===== src/ucep_pkg.sv =====
// Purpose: Constants for the endpoint-zero control and common register block
// Assumes: Byte-wide registers at the printed byte offsets
// Notes: Offsets of the own status, mask and flag registers are local choices
package ucep_pkg;
  localparam int ADDR_W = 16;
  localparam logic [15:0] OFS_CIE = 16'hDE0B;
  localparam logic [15:0] OFS_FRML = 16'hDE0C;
  localparam logic [15:0] OFS_FRMH = 16'hDE0D;
  localparam logic [15:0] OFS_INDEX = 16'hDE0E;
  localparam logic [15:0] OFS_MAXI = 16'hDE10;
  localparam logic [15:0] OFS_CS0 = 16'hDE11;
  localparam logic [15:0] OFS_CIF = 16'hDE06;
  localparam logic [15:0] OFS_IRQ_STAT = 16'hDE20;
  localparam logic [15:0] OFS_IRQ_MASK = 16'hDE21;
  localparam logic [7:0] CIE_RESET = 8'h06;
  localparam logic [7:0] ZERO_BYTE = 8'h00;
  localparam logic [3:0] INDEX_RESET = 4'h0;
  localparam logic [3:0] EP_NUM_MAX = 4'h5;
  localparam int CS0_EARLY_CLR = 7;
  localparam int CS0_RX_CLR = 6;
  localparam int CS0_SEND_STALL = 5;
  localparam int CS0_EARLY_END = 4;
  localparam int CS0_DATA_END = 3;
  localparam int CS0_STALL_SENT = 2;
  localparam int CS0_TX_LOADED = 1;
  localparam int CS0_RX_PRESENT = 0;
  localparam int EV_SOF = 3;
  localparam int EV_RST = 2;
  localparam int EV_RESUME = 1;
  localparam int EV_SUSPEND = 0;
  // Interrupt status layout: bit 0 endpoint zero, bit 1 common events
  localparam int IRQ_EP0 = 0;
  localparam int IRQ_COMMON = 1;
endpackage


===== src/ucep_top.sv =====
// Purpose: Endpoint-zero control/status, common event mask and flags, frame number,
//   endpoint selector and IN max packet size registers of a full-speed USB device
// Assumes: Protocol engine events are one-cycle pulses on CORE_CLK; bus reset
//   line is a level from the pin domain
// Notes: Other endpoint registers live elsewhere and use ENDPOINT_SELECTOR
//
// Local design decision: the address-and-strobe port.
`timescale 1ns/10ps
module ucep_top
  import ucep_pkg::*;
#(
  parameter int MAXI_W = 8
) (
  input wire logic CORE_CLK,
  input wire logic RST_B,
  input wire logic [15:0] ADDR,
  input wire logic [7:0] WDATA,
  input wire logic WR_STB,
  input wire logic RD_STB,
  output logic [7:0] RDATA,
  input wire logic SOF_SEEN,
  input wire logic [10:0] SOF_FRAME,
  input wire logic BUS_RESET_PIN,
  input wire logic RESUME_SEEN,
  input wire logic SUSPEND_SEEN,
  input wire logic EP0_SETUP_END_EV,
  input wire logic EP0_RX_DONE,
  input wire logic EP0_TX_DONE,
  input wire logic EP0_STALL_DONE,
  input wire logic EP0_DATA_END_TAKEN,
  input wire logic EP0_IRQ_EN,
  output logic EP0_STALL_REQ,
  output logic EP0_DATA_END,
  output logic EP0_TX_READY,
  output logic EP0_FIFO_FLUSH,
  output logic EP0_IRQ_REQ,
  output logic [3:0] ENDPOINT_SELECTOR,
  output logic [MAXI_W-1:0] IN_MAX_PACKET_SIZE,
  output logic [3:0] COMMON_IRQ_REQ,
  output logic IRQ
);
  logic [3:0] cie_reg;
  logic [10:0] frame_reg;
  logic [3:0] index_reg;
  logic [MAXI_W-1:0] maxi_reg;
  logic stall_req_reg;
  logic early_end_reg;
  logic data_end_reg;
  logic stall_sent_reg;
  logic tx_loaded_reg;
  logic rx_present_reg;
  logic flush_reg;
  logic ep0_irq_reg;
  logic [1:0] irq_mask_reg;
  logic [7:0] rdata_reg;
  logic [7:0] rdata_next;
  logic bus_reset_sync;
  logic bus_reset_dly_reg;
  logic [3:0] common_flags;
  logic [3:0] common_set;
  logic [3:0] common_clr;
  logic [1:0] irq_stat;
  logic [1:0] irq_set;
  logic [1:0] irq_clr;
  logic [7:0] cs0_view;

  function automatic logic hit(input logic [15:0] a, input logic [15:0] ofs);
    hit = (a == ofs);
  endfunction

  wire wr_cie = WR_STB && hit(ADDR, OFS_CIE);
  wire wr_index = WR_STB && hit(ADDR, OFS_INDEX);
  wire wr_maxi = WR_STB && hit(ADDR, OFS_MAXI);
  wire cs0_sel = (index_reg == INDEX_RESET);
  wire wr_cs0 = WR_STB && hit(ADDR, OFS_CS0) && cs0_sel;
  wire rd_cif = RD_STB && hit(ADDR, OFS_CIF);
  wire wr_istat = WR_STB && hit(ADDR, OFS_IRQ_STAT);
  wire wr_imask = WR_STB && hit(ADDR, OFS_IRQ_MASK);

  ucep_sync #(
    .W(1)
  ) u_rst_sync (
    .clk(CORE_CLK),
    .rst_b(RST_B),
    .d(BUS_RESET_PIN),
    .q(bus_reset_sync)
  );

  wire bus_reset_rise = bus_reset_sync && !bus_reset_dly_reg;

  assign common_set = {SOF_SEEN, bus_reset_rise, RESUME_SEEN, SUSPEND_SEEN};
  assign common_clr = {4{rd_cif}};

  ucep_sticky #(
    .W(4)
  ) u_common_flags (
    .clk(CORE_CLK),
    .rst_b(RST_B),
    .set(common_set),
    .clr(common_clr),
    .q(common_flags)
  );

  // Endpoint-zero request pulses whenever a reporting event occurs and is enabled
  wire ep0_event = EP0_SETUP_END_EV || EP0_RX_DONE || (EP0_TX_DONE && tx_loaded_reg)
    || EP0_STALL_DONE;
  wire ep0_irq_next = ep0_event && EP0_IRQ_EN;

  assign irq_set = {|(common_flags & cie_reg), ep0_irq_next};
  assign irq_clr = wr_istat ? WDATA[1:0] : 2'h0;

  ucep_sticky #(
    .W(2)
  ) u_irq_stat (
    .clk(CORE_CLK),
    .rst_b(RST_B),
    .set(irq_set),
    .clr(irq_clr),
    .q(irq_stat)
  );

  assign cs0_view = {1'b0, 1'b0, 1'b0, early_end_reg, data_end_reg, stall_sent_reg,
    tx_loaded_reg, rx_present_reg};

  always_comb begin
    rdata_next = ZERO_BYTE;
    if (hit(ADDR, OFS_CIE)) begin
      rdata_next = {4'h0, cie_reg};
    end else if (hit(ADDR, OFS_FRML)) begin
      rdata_next = frame_reg[7:0];
    end else if (hit(ADDR, OFS_FRMH)) begin
      rdata_next = {5'h00, frame_reg[10:8]};
    end else if (hit(ADDR, OFS_INDEX)) begin
      rdata_next = {4'h0, index_reg};
    end else if (hit(ADDR, OFS_MAXI)) begin
      rdata_next = 8'(maxi_reg);
    end else if (hit(ADDR, OFS_CS0)) begin
      rdata_next = cs0_sel ? cs0_view : ZERO_BYTE;
    end else if (hit(ADDR, OFS_CIF)) begin
      rdata_next = {4'h0, common_flags};
    end else if (hit(ADDR, OFS_IRQ_STAT)) begin
      rdata_next = {6'h00, irq_stat};
    end else if (hit(ADDR, OFS_IRQ_MASK)) begin
      rdata_next = {6'h00, irq_mask_reg};
    end
  end

  // Configuration registers
  always_ff @(posedge CORE_CLK or negedge RST_B) begin
    if (!RST_B) begin
      cie_reg <= CIE_RESET[3:0];
      index_reg <= INDEX_RESET;
      maxi_reg <= '0;
      irq_mask_reg <= 2'h0;
      rdata_reg <= ZERO_BYTE;
      frame_reg <= 11'h000;
      bus_reset_dly_reg <= 1'b0;
    end else begin
      bus_reset_dly_reg <= bus_reset_sync;
      if (wr_cie) begin
        cie_reg <= WDATA[3:0];
      end
      // Out-of-range selectors are stored as written; software keeps to 0..5
      if (wr_index) begin
        index_reg <= WDATA[3:0];
      end
      if (wr_maxi) begin
        maxi_reg <= WDATA[MAXI_W-1:0];
      end
      if (wr_imask) begin
        irq_mask_reg <= WDATA[1:0];
      end
      if (SOF_SEEN) begin
        frame_reg <= SOF_FRAME;
      end
      if (RD_STB) begin
        rdata_reg <= rdata_next;
      end else begin
        rdata_reg <= ZERO_BYTE;
      end
    end
  end

  // Endpoint-zero control and status; hardware sets and clears beat firmware writes
  always_ff @(posedge CORE_CLK or negedge RST_B) begin
    if (!RST_B) begin
      stall_req_reg <= 1'b0;
      early_end_reg <= 1'b0;
      data_end_reg <= 1'b0;
      stall_sent_reg <= 1'b0;
      tx_loaded_reg <= 1'b0;
      rx_present_reg <= 1'b0;
      flush_reg <= 1'b0;
      ep0_irq_reg <= 1'b0;
    end else begin
      ep0_irq_reg <= ep0_irq_next;
      flush_reg <= EP0_SETUP_END_EV;
      if (EP0_SETUP_END_EV) begin
        early_end_reg <= 1'b1;
      end else if (wr_cs0 && WDATA[CS0_EARLY_CLR]) begin
        early_end_reg <= 1'b0;
      end
      if (EP0_RX_DONE) begin
        rx_present_reg <= 1'b1;
      end else if (wr_cs0 && WDATA[CS0_RX_CLR]) begin
        rx_present_reg <= 1'b0;
      end
      if (EP0_STALL_DONE) begin
        stall_req_reg <= 1'b0;
      end else if (wr_cs0 && WDATA[CS0_SEND_STALL]) begin
        stall_req_reg <= 1'b1;
      end
      if (EP0_STALL_DONE) begin
        stall_sent_reg <= 1'b1;
      end else if (wr_cs0 && !WDATA[CS0_STALL_SENT]) begin
        stall_sent_reg <= 1'b0;
      end
      if (EP0_TX_DONE || EP0_SETUP_END_EV) begin
        tx_loaded_reg <= 1'b0;
      end else if (wr_cs0 && WDATA[CS0_TX_LOADED]) begin
        tx_loaded_reg <= 1'b1;
      end
      if (EP0_DATA_END_TAKEN || EP0_SETUP_END_EV) begin
        data_end_reg <= 1'b0;
      end else if (wr_cs0 && WDATA[CS0_DATA_END]) begin
        data_end_reg <= 1'b1;
      end
    end
  end

  assign RDATA = rdata_reg;
  assign EP0_STALL_REQ = stall_req_reg;
  assign EP0_DATA_END = data_end_reg;
  assign EP0_TX_READY = tx_loaded_reg;
  assign EP0_FIFO_FLUSH = flush_reg;
  assign EP0_IRQ_REQ = ep0_irq_reg;
  assign ENDPOINT_SELECTOR = index_reg;
  assign IN_MAX_PACKET_SIZE = maxi_reg;
  assign COMMON_IRQ_REQ = common_flags & cie_reg;
  assign IRQ = |(irq_stat & irq_mask_reg);
endmodule


===== src/ucep_sticky.sv =====
// Purpose: Bank of sticky flags with set priority over clear
// Assumes: Clear is a one-cycle pulse on CORE_CLK; set can be a level, as the common interrupt status set is
// Notes: Used for common event flags and interrupt status
`timescale 1ns/10ps
module ucep_sticky #(
  parameter int W = 4
) (
  input wire logic clk,
  input wire logic rst_b,
  input wire logic [W-1:0] set,
  input wire logic [W-1:0] clr,
  output logic [W-1:0] q
);
  logic [W-1:0] q_reg;
  logic [W-1:0] q_next;
  // A set in the clearing cycle wins so no event is lost
  assign q_next = set | (q_reg & ~clr);
  assign q = q_reg;
  always_ff @(posedge clk or negedge rst_b) begin
    if (!rst_b) begin
      q_reg <= '0;
    end else begin
      q_reg <= q_next;
    end
  end
endmodule


===== src/ucep_sync.sv =====
// Purpose: Two flip-flop synchroniser for pin-level inputs
// Assumes: Inputs are levels from outside the CORE_CLK domain
// Notes: Only the second stage is visible to logic
`timescale 1ns/10ps
module ucep_sync #(
  parameter int W = 1
) (
  input wire logic clk,
  input wire logic rst_b,
  input wire logic [W-1:0] d,
  output logic [W-1:0] q
);
  logic [W-1:0] meta_reg;
  logic [W-1:0] sync_reg;
  assign q = sync_reg;
  always_ff @(posedge clk or negedge rst_b) begin
    if (!rst_b) begin
      meta_reg <= '0;
      sync_reg <= '0;
    end else begin
      meta_reg <= d;
      sync_reg <= meta_reg;
    end
  end
endmodule


===== config.mk =====
export PLATFORM = sky130hd
export DESIGN_NAME = ucep_top
export DESIGN_NICKNAME = d
export VERILOG_FILES = /design/src/ucep_pkg.sv /design/src/ucep_top.sv /design/src/ucep_sticky.sv /design/src/ucep_sync.sv
export SDC_FILE = /design/constraint.sdc
export NUM_CORES = 1
export LEC_CHECK = 0
export ABC_AREA = 0
export ABC_CLOCK_PERIOD_IN_PS = 4220
export BUFFER_PORTS_ARGS = -buffer_cell sky130_fd_sc_hd__buf_2
export CORE_AREA = 5 5 78 80
export DETAILED_ROUTE_END_ITERATION = 16
export DIE_AREA = 0 0 83 85
export HOLD_SLACK_MARGIN = 0.08
export PLACE_DENSITY_LB_ADDON = 0.15
export SLEW_MARGIN = 10
export SYNTH_ARGS = -nofsm -noshare
export SYNTH_HDL_FRONTEND = slang
export SYNTH_HIERARCHICAL = 1
export SYNTH_SLANG_ARGS = --single-unit

===== constraint.sdc =====
create_clock -name CORE_CLK -period 4.22 [get_ports CORE_CLK]
set_clock_uncertainty 0.15 [all_clocks]
set_input_delay 0 -clock CORE_CLK [delete_from_list [all_inputs] [get_ports CORE_CLK]]
set_output_delay 0 -clock CORE_CLK [all_outputs]
set_load 0.02 [all_outputs]

# After elaboration in Yosys (flattened, before gate mapping)

Index checks and enable logic that the tools add are counted.

Div/mod/pow operators: 0
Reduce and logical (&&, ||, !) cells: 33
Shift-type cells: 0
Add/sub/neg operators: 0
Bitwise gates (word level): 8
Multiply operators: 0
$lt $le $gt $ge: 0
Equality and inequality tests: 9
Multiplexer cells: 24

Operators by type and width:

| kind                                   | count |
|---|---|
| 16-bit == test (second input constant) | 9 |
| 8-bit 2-to-1 mux                       | 6 |
| 1-bit logical AND                      | 17 |
| 1-bit 2-to-1 mux                       | 12 |
| 2-bit nonzero test                     | 6 |
| 5-bit 2-to-1 mux                       | 2 |
| 4-bit AND                              | 2 |
| 2-bit 2-to-1 mux                       | 3 |
| 1-bit logical OR                       | 5 |
| 2-bit AND                              | 2 |
| 4-bit zero test                        | 1 |
| 4-bit 2-to-1 mux                       | 1 |
| 4-bit NOT                              | 1 |
| 4-bit OR                               | 1 |
| 4-bit OR reduction                     | 1 |
| 1-bit zero test                        | 2 |
| 2-bit NOT                              | 1 |
| 2-bit OR                               | 1 |
| 2-bit OR reduction                     | 1 |

Memory bits (writable): 0
Logic and storage cells: 93
Bits in latches: 0
Memories kept: 0
Bits in read-only memories: 0
Flip-flop bits (word level): 54

# Logic depth before layout (Yosys ltp)

Depth after elaboration: 11
Gate-level depth with buffers: 7

# Modules after synthesis

Netlist, hierarchy kept.

Modules (own cells, without submodules):

| module                       | sequential area each (µm²) | cells an instance | times used | area an instance (µm²) |
|---|---|---|---|---|
| ucep_top                     | 1153.6                     | 195               | 1          | 2297.2 |
| ucep_sticky (u_common_flags) | 100.1                      | 12                | 1          | 145.1 |
| ucep_sticky (u_irq_stat)     | 50.0                       | 6                 | 1          | 72.6 |
| ucep_sync                    | 50.0                       | 2                 | 1          | 50.0 |

# Least setup slack after synthesis

Ideal clock, no wire load.

Path type: reg2reg
Start: reg index_reg[1] (netlist: ENDPOINT_SELECTOR[1])
End: reg stall_sent_reg
Library setup time: 0.118 ns
Arrival time: 1.803 ns
Cell stages (with the launch flop): 7
Required time: 3.952 ns
Period minus slack after synthesis: 2.071 ns
Path slack: 2.149 ns
Cells stage by stage: dfrtp_1 -> or4_1 -> nor4_4 -> and3_1 -> buf_2 -> nand2b_1 -> a21o_1

Word-level cells in the longest chain between the ends: 4

RTL lines:

| what                                | line            | text |
|---|---|---|
| from (decl)                         | ucep_top.sv:44  | `logic [3:0] index_reg;` |
| from (signal assigned)              | ucep_top.sv:165 | `index_reg <= WDATA[3:0];` |
| 4-bit zero test                     | ucep_top.sv:74  | `wire cs0_sel = (index_reg == INDEX_RESET);` |
| 1-bit logical AND                   | ucep_top.sv:75  | `wire wr_cs0 = WR_STB && hit(ADDR, OFS_CS0) && cs0_sel;` |
| 1-bit logical AND                   | ucep_top.sv:215 | `end else if (wr_cs0 && !WDATA[CS0_STALL_SENT]) begin` |
| 2-bit nonzero test (no source line) | --              |  |
| to (signal assigned)                | ucep_top.sv:190 | `stall_sent_reg <= 1'b0;` |
| to (signal assigned)                | ucep_top.sv:214 | `stall_sent_reg <= 1'b1;` |
| to (signal assigned)                | ucep_top.sv:216 | `stall_sent_reg <= 1'b0;` |
| to (decl)                           | ucep_top.sv:49  | `logic stall_sent_reg;` |

No other way between the ends.
A chain may end at the register's enable or synchronous reset.

# Final worst setup path

Start: in ADDR[7]
End: reg maxi_reg[4] (netlist: IN_MAX_PACKET_SIZE[4])

Word-level cells in the longest chain between the ends: 2

RTL lines:

| what                 | line            | text |
|---|---|---|
| from (decl)          | ucep_top.sv:16  | `input wire logic [15:0] ADDR,` |
| 16-bit == test       | ucep_top.sv:68  | `hit = (a == ofs);` |
| 1-bit logical AND    | ucep_top.sv:73  | `wire wr_maxi = WR_STB && hit(ADDR, OFS_MAXI);` |
| to (signal assigned) | ucep_top.sv:168 | `maxi_reg <= WDATA[MAXI_W-1:0];` |
| to (decl)            | ucep_top.sv:45  | `logic [MAXI_W-1:0] maxi_reg;` |

No other way between the ends.

==> out/results.tsv <==
metric	value	unit
status	completed	
worst slack, placed	1.94	ns
via/cell ratio	5.36	
num ports	79	
Pre-antenna DRT Iters	4	
ordered cell list for the critical path	dlygate4sd3_1 > buf_2 > or4b_2 > nor4_4 > nand2_2 > mux2_2 > dlygate4sd3_1	
worst-margin pin slew	0.684	ns
CP arrival	3.13	ns
Worst-Skew Late Latency	0.31	ns
Cell variety after synth	46	
Setup Buffers After CTS	0	
total negative slack	0	ns
Die Width	83	microns
clk sink count	54	
synthesized cell area	0.00256	sq mm
Worst slew margin	54.4	%
crit path kind	primary input to flop	
row count	27	
Tcrit/Tclk final	72.8	%
# fillers	428	
Synth Net Count	264	
post-route minimum period	3.07	ns
post-DP HPWL	4900	microns
Area Growth Syn to Fin	44.8	%
maximum VDD drop	0.257	mV
maximum root-to-sink buffer count	2	
starting density of the core	48.1	%
commonest cells after routing, fill and taps aside	78 x buf_2, 58 x dlygate4sd3_1, 52 x dfrtp_1	
CTS clk-pin slew, worst paths	0.11	ns
sequential fraction of the synthesis area	52.8	%
slowest CP cell	or4b_2	
CTS H-tree lvls	2	
via count	2278	
DRC viols	0	
fmax	0.326	GHz
initial drt markers	183	
first-pass GRT wire length	12000	microns
RSZ-0062 raised after global routing	no	
Gate Count Post-Synth	215	
HP Class	primary input to flop	
final hold viol count	0	
worst setup margin	1.15	ns
root buffer cell	clkbuf_8	
DP Area	0.00302	sq mm
layout cells sized above 1	35.7	%
Final Non-Filler Cells	425	
PwrDens	276	mW/mm^2
ant diodes	0	
flip-flop count of the largest register after layout	11	
DRT Wirelength	7170	microns
Multi-input gate area	0.00114	sq mm
GRT overflow	0	
#FFs+latches synth	54	
TritonCTS clock tree	yes	
vias in the first global route	2342	
WL/cell	16.9	microns
critical path fanouts, max	9	
core area	0.00534	sq mm
Num CTS Buffers	5	
Sequential Area	0.00135	sq mm
WHS	0.110	ns
number of antenna violations at the first check in global routing	0	
Slew Limit Fails	0	
Final Wtd Congestion	0.856	
post-route ant nets	0	
# setup viols final	0	
PortBufs	78	
leak pwr	1.73	nW
max_cap viols	0	
die boundary height	85	microns
Yosys warning total	6	
fin area	0.00371	sq mm
global-route usage over all layers	21.1	%
Worst path max stage delay	0.76	ns
mean area per synthesized cell	11.9	sq um
Most Frequent Cell on Critical Path	dlygate4sd3_1	
commonest non-fill, non-tap cell in the layout	buf_2	
nets	401	
CP endpoint kind	flop	
Worst setup SP type	primary input	
pin count of the biggest net entering global routing	55	
placed cells	359	
Worst Path Required	4.28	ns
die area	0.00706	sq mm
post_cts resized	0	
## synthesized netlist by cell type (all sizes together)
cell     count  share of area [%]
dfrtp       52                 51
mux2        29                 14
nand2       12                1.9
a21o         9                2.6
inv          9                1.3
or4          9                2.8
nor2         8                1.2
a21oi        7                1.4
nor4         7                2.9
o21ai        7                1.4
and2         5                1.2
a32o         4                1.6
buf          4               0.98
mux2i        4                1.6
nand3        4               0.78
nor2b        4               0.98
nor3         4               0.78
or3          4                1.2
a22oi        3               0.88
clkbuf       3               0.44
a211oi       2               0.59
a32oi        2               0.68
dfstp        2                2.0
nand2b       2               0.49
nand4        2               0.49
nor3b        2               0.59
o221ai       2               0.68
or4b         2               0.78
a2111oi      1               0.34
a22o         1               0.34
a31oi        1               0.24
and3         1               0.24
and4         1               0.34
nand3b       1               0.29
nand4b       1               0.34
nand4bb      1               0.44
nor4bb       1               0.39
o211ai       1               0.29
or2          1               0.34
## logic make-up (layout without fill, tap and decap cells)
family / after synthesis / after routing / share of synthesized area [%]
AO/OA/AOI/OAI: 40 / 40 / 11.0
AND/OR/NAND/NOR: 72 / 72 / 18.3
buffers and inverters: 16 / 154 / 2.73
multiplexers: 33 / 33 / 15.2
flip-flops: 54 / 54 / 52.8
## power by group
part	internal, mW	total [mW]	switching (mW)
Clock	0.180	0.364	0.184
Sequential	0.531	0.538	0.00697
Combinational	0.0714	0.124	0.0530
## per-stage QoR
step,total power [mW],util (%)
final,1.03,69.6
after global routing,1.07,69.6
after CTS,1.03,69.6
after detailed placement,0.627,56.5
after global placement,0.626,56.5
after floorplan,0.577,-
## worst max-delay path: cells and delay by family
family	cells	cell delay, ns
buffers and inverters	3	1.23
and+or+nand+nor	3	1.57
muxes	1	0.33
## final timing paths
path,depth (start not counted),end,slack [ns],start
min in group asynchronous,3,u_rst_sync/q$_DFF_PN0_,0.19,RST_B
worst min-delay path,5,RDATA[4]$_DFF_PN0_,0.11,ADDR[3]
worst max register to register,6,rx_present_reg$_DFFE_PN0P_,1.50,ENDPOINT_SELECTOR[0]$_DFFE_PN0P_
worst min register to register,0,u_rst_sync/q$_DFF_PN0_,0.21,u_rst_sync/meta_reg$_DFF_PN0_
worst max-delay path,7,IN_MAX_PACKET_SIZE[4]$_DFFE_PN0P_,1.15,ADDR[7]
max in group asynchronous,3,ENDPOINT_SELECTOR[2]$_DFFE_PN0P_,3.28,RST_B
## timing repair
action,in CTS,in global routing
hold endpoints to repair,106,0
endpoints found under the setup margin,0,0
hold buffers,58,0
## routing by layer
| layer | GRT usage [%] | part of all wire (%) | vias to the layer above |
|---|---|---|---|
| li1 | - | - | 1083 |
| met1 | 28.0 | 44 | 1114 |
| met2 | 34.7 | 48 | 74 |
| met3 | 5.34 | 6.4 | 7 |
| met4 | 5.35 | 1.0 | 0 |
| met5 | 0 | 0 | - |
## cell type report
cell class / instances / share of cell area, %
clock buffer: 5 / 1.85
sequential: 54 / 36.5
multi-input combinational: 145 / 30.7
tap: 72 / 2.43
timing repair buffer: 137 / 26.3
inverter: 9 / 0.910
clock inverter: 3 / 1.28
No activity file was read; power rests on OpenSTA's default activity.
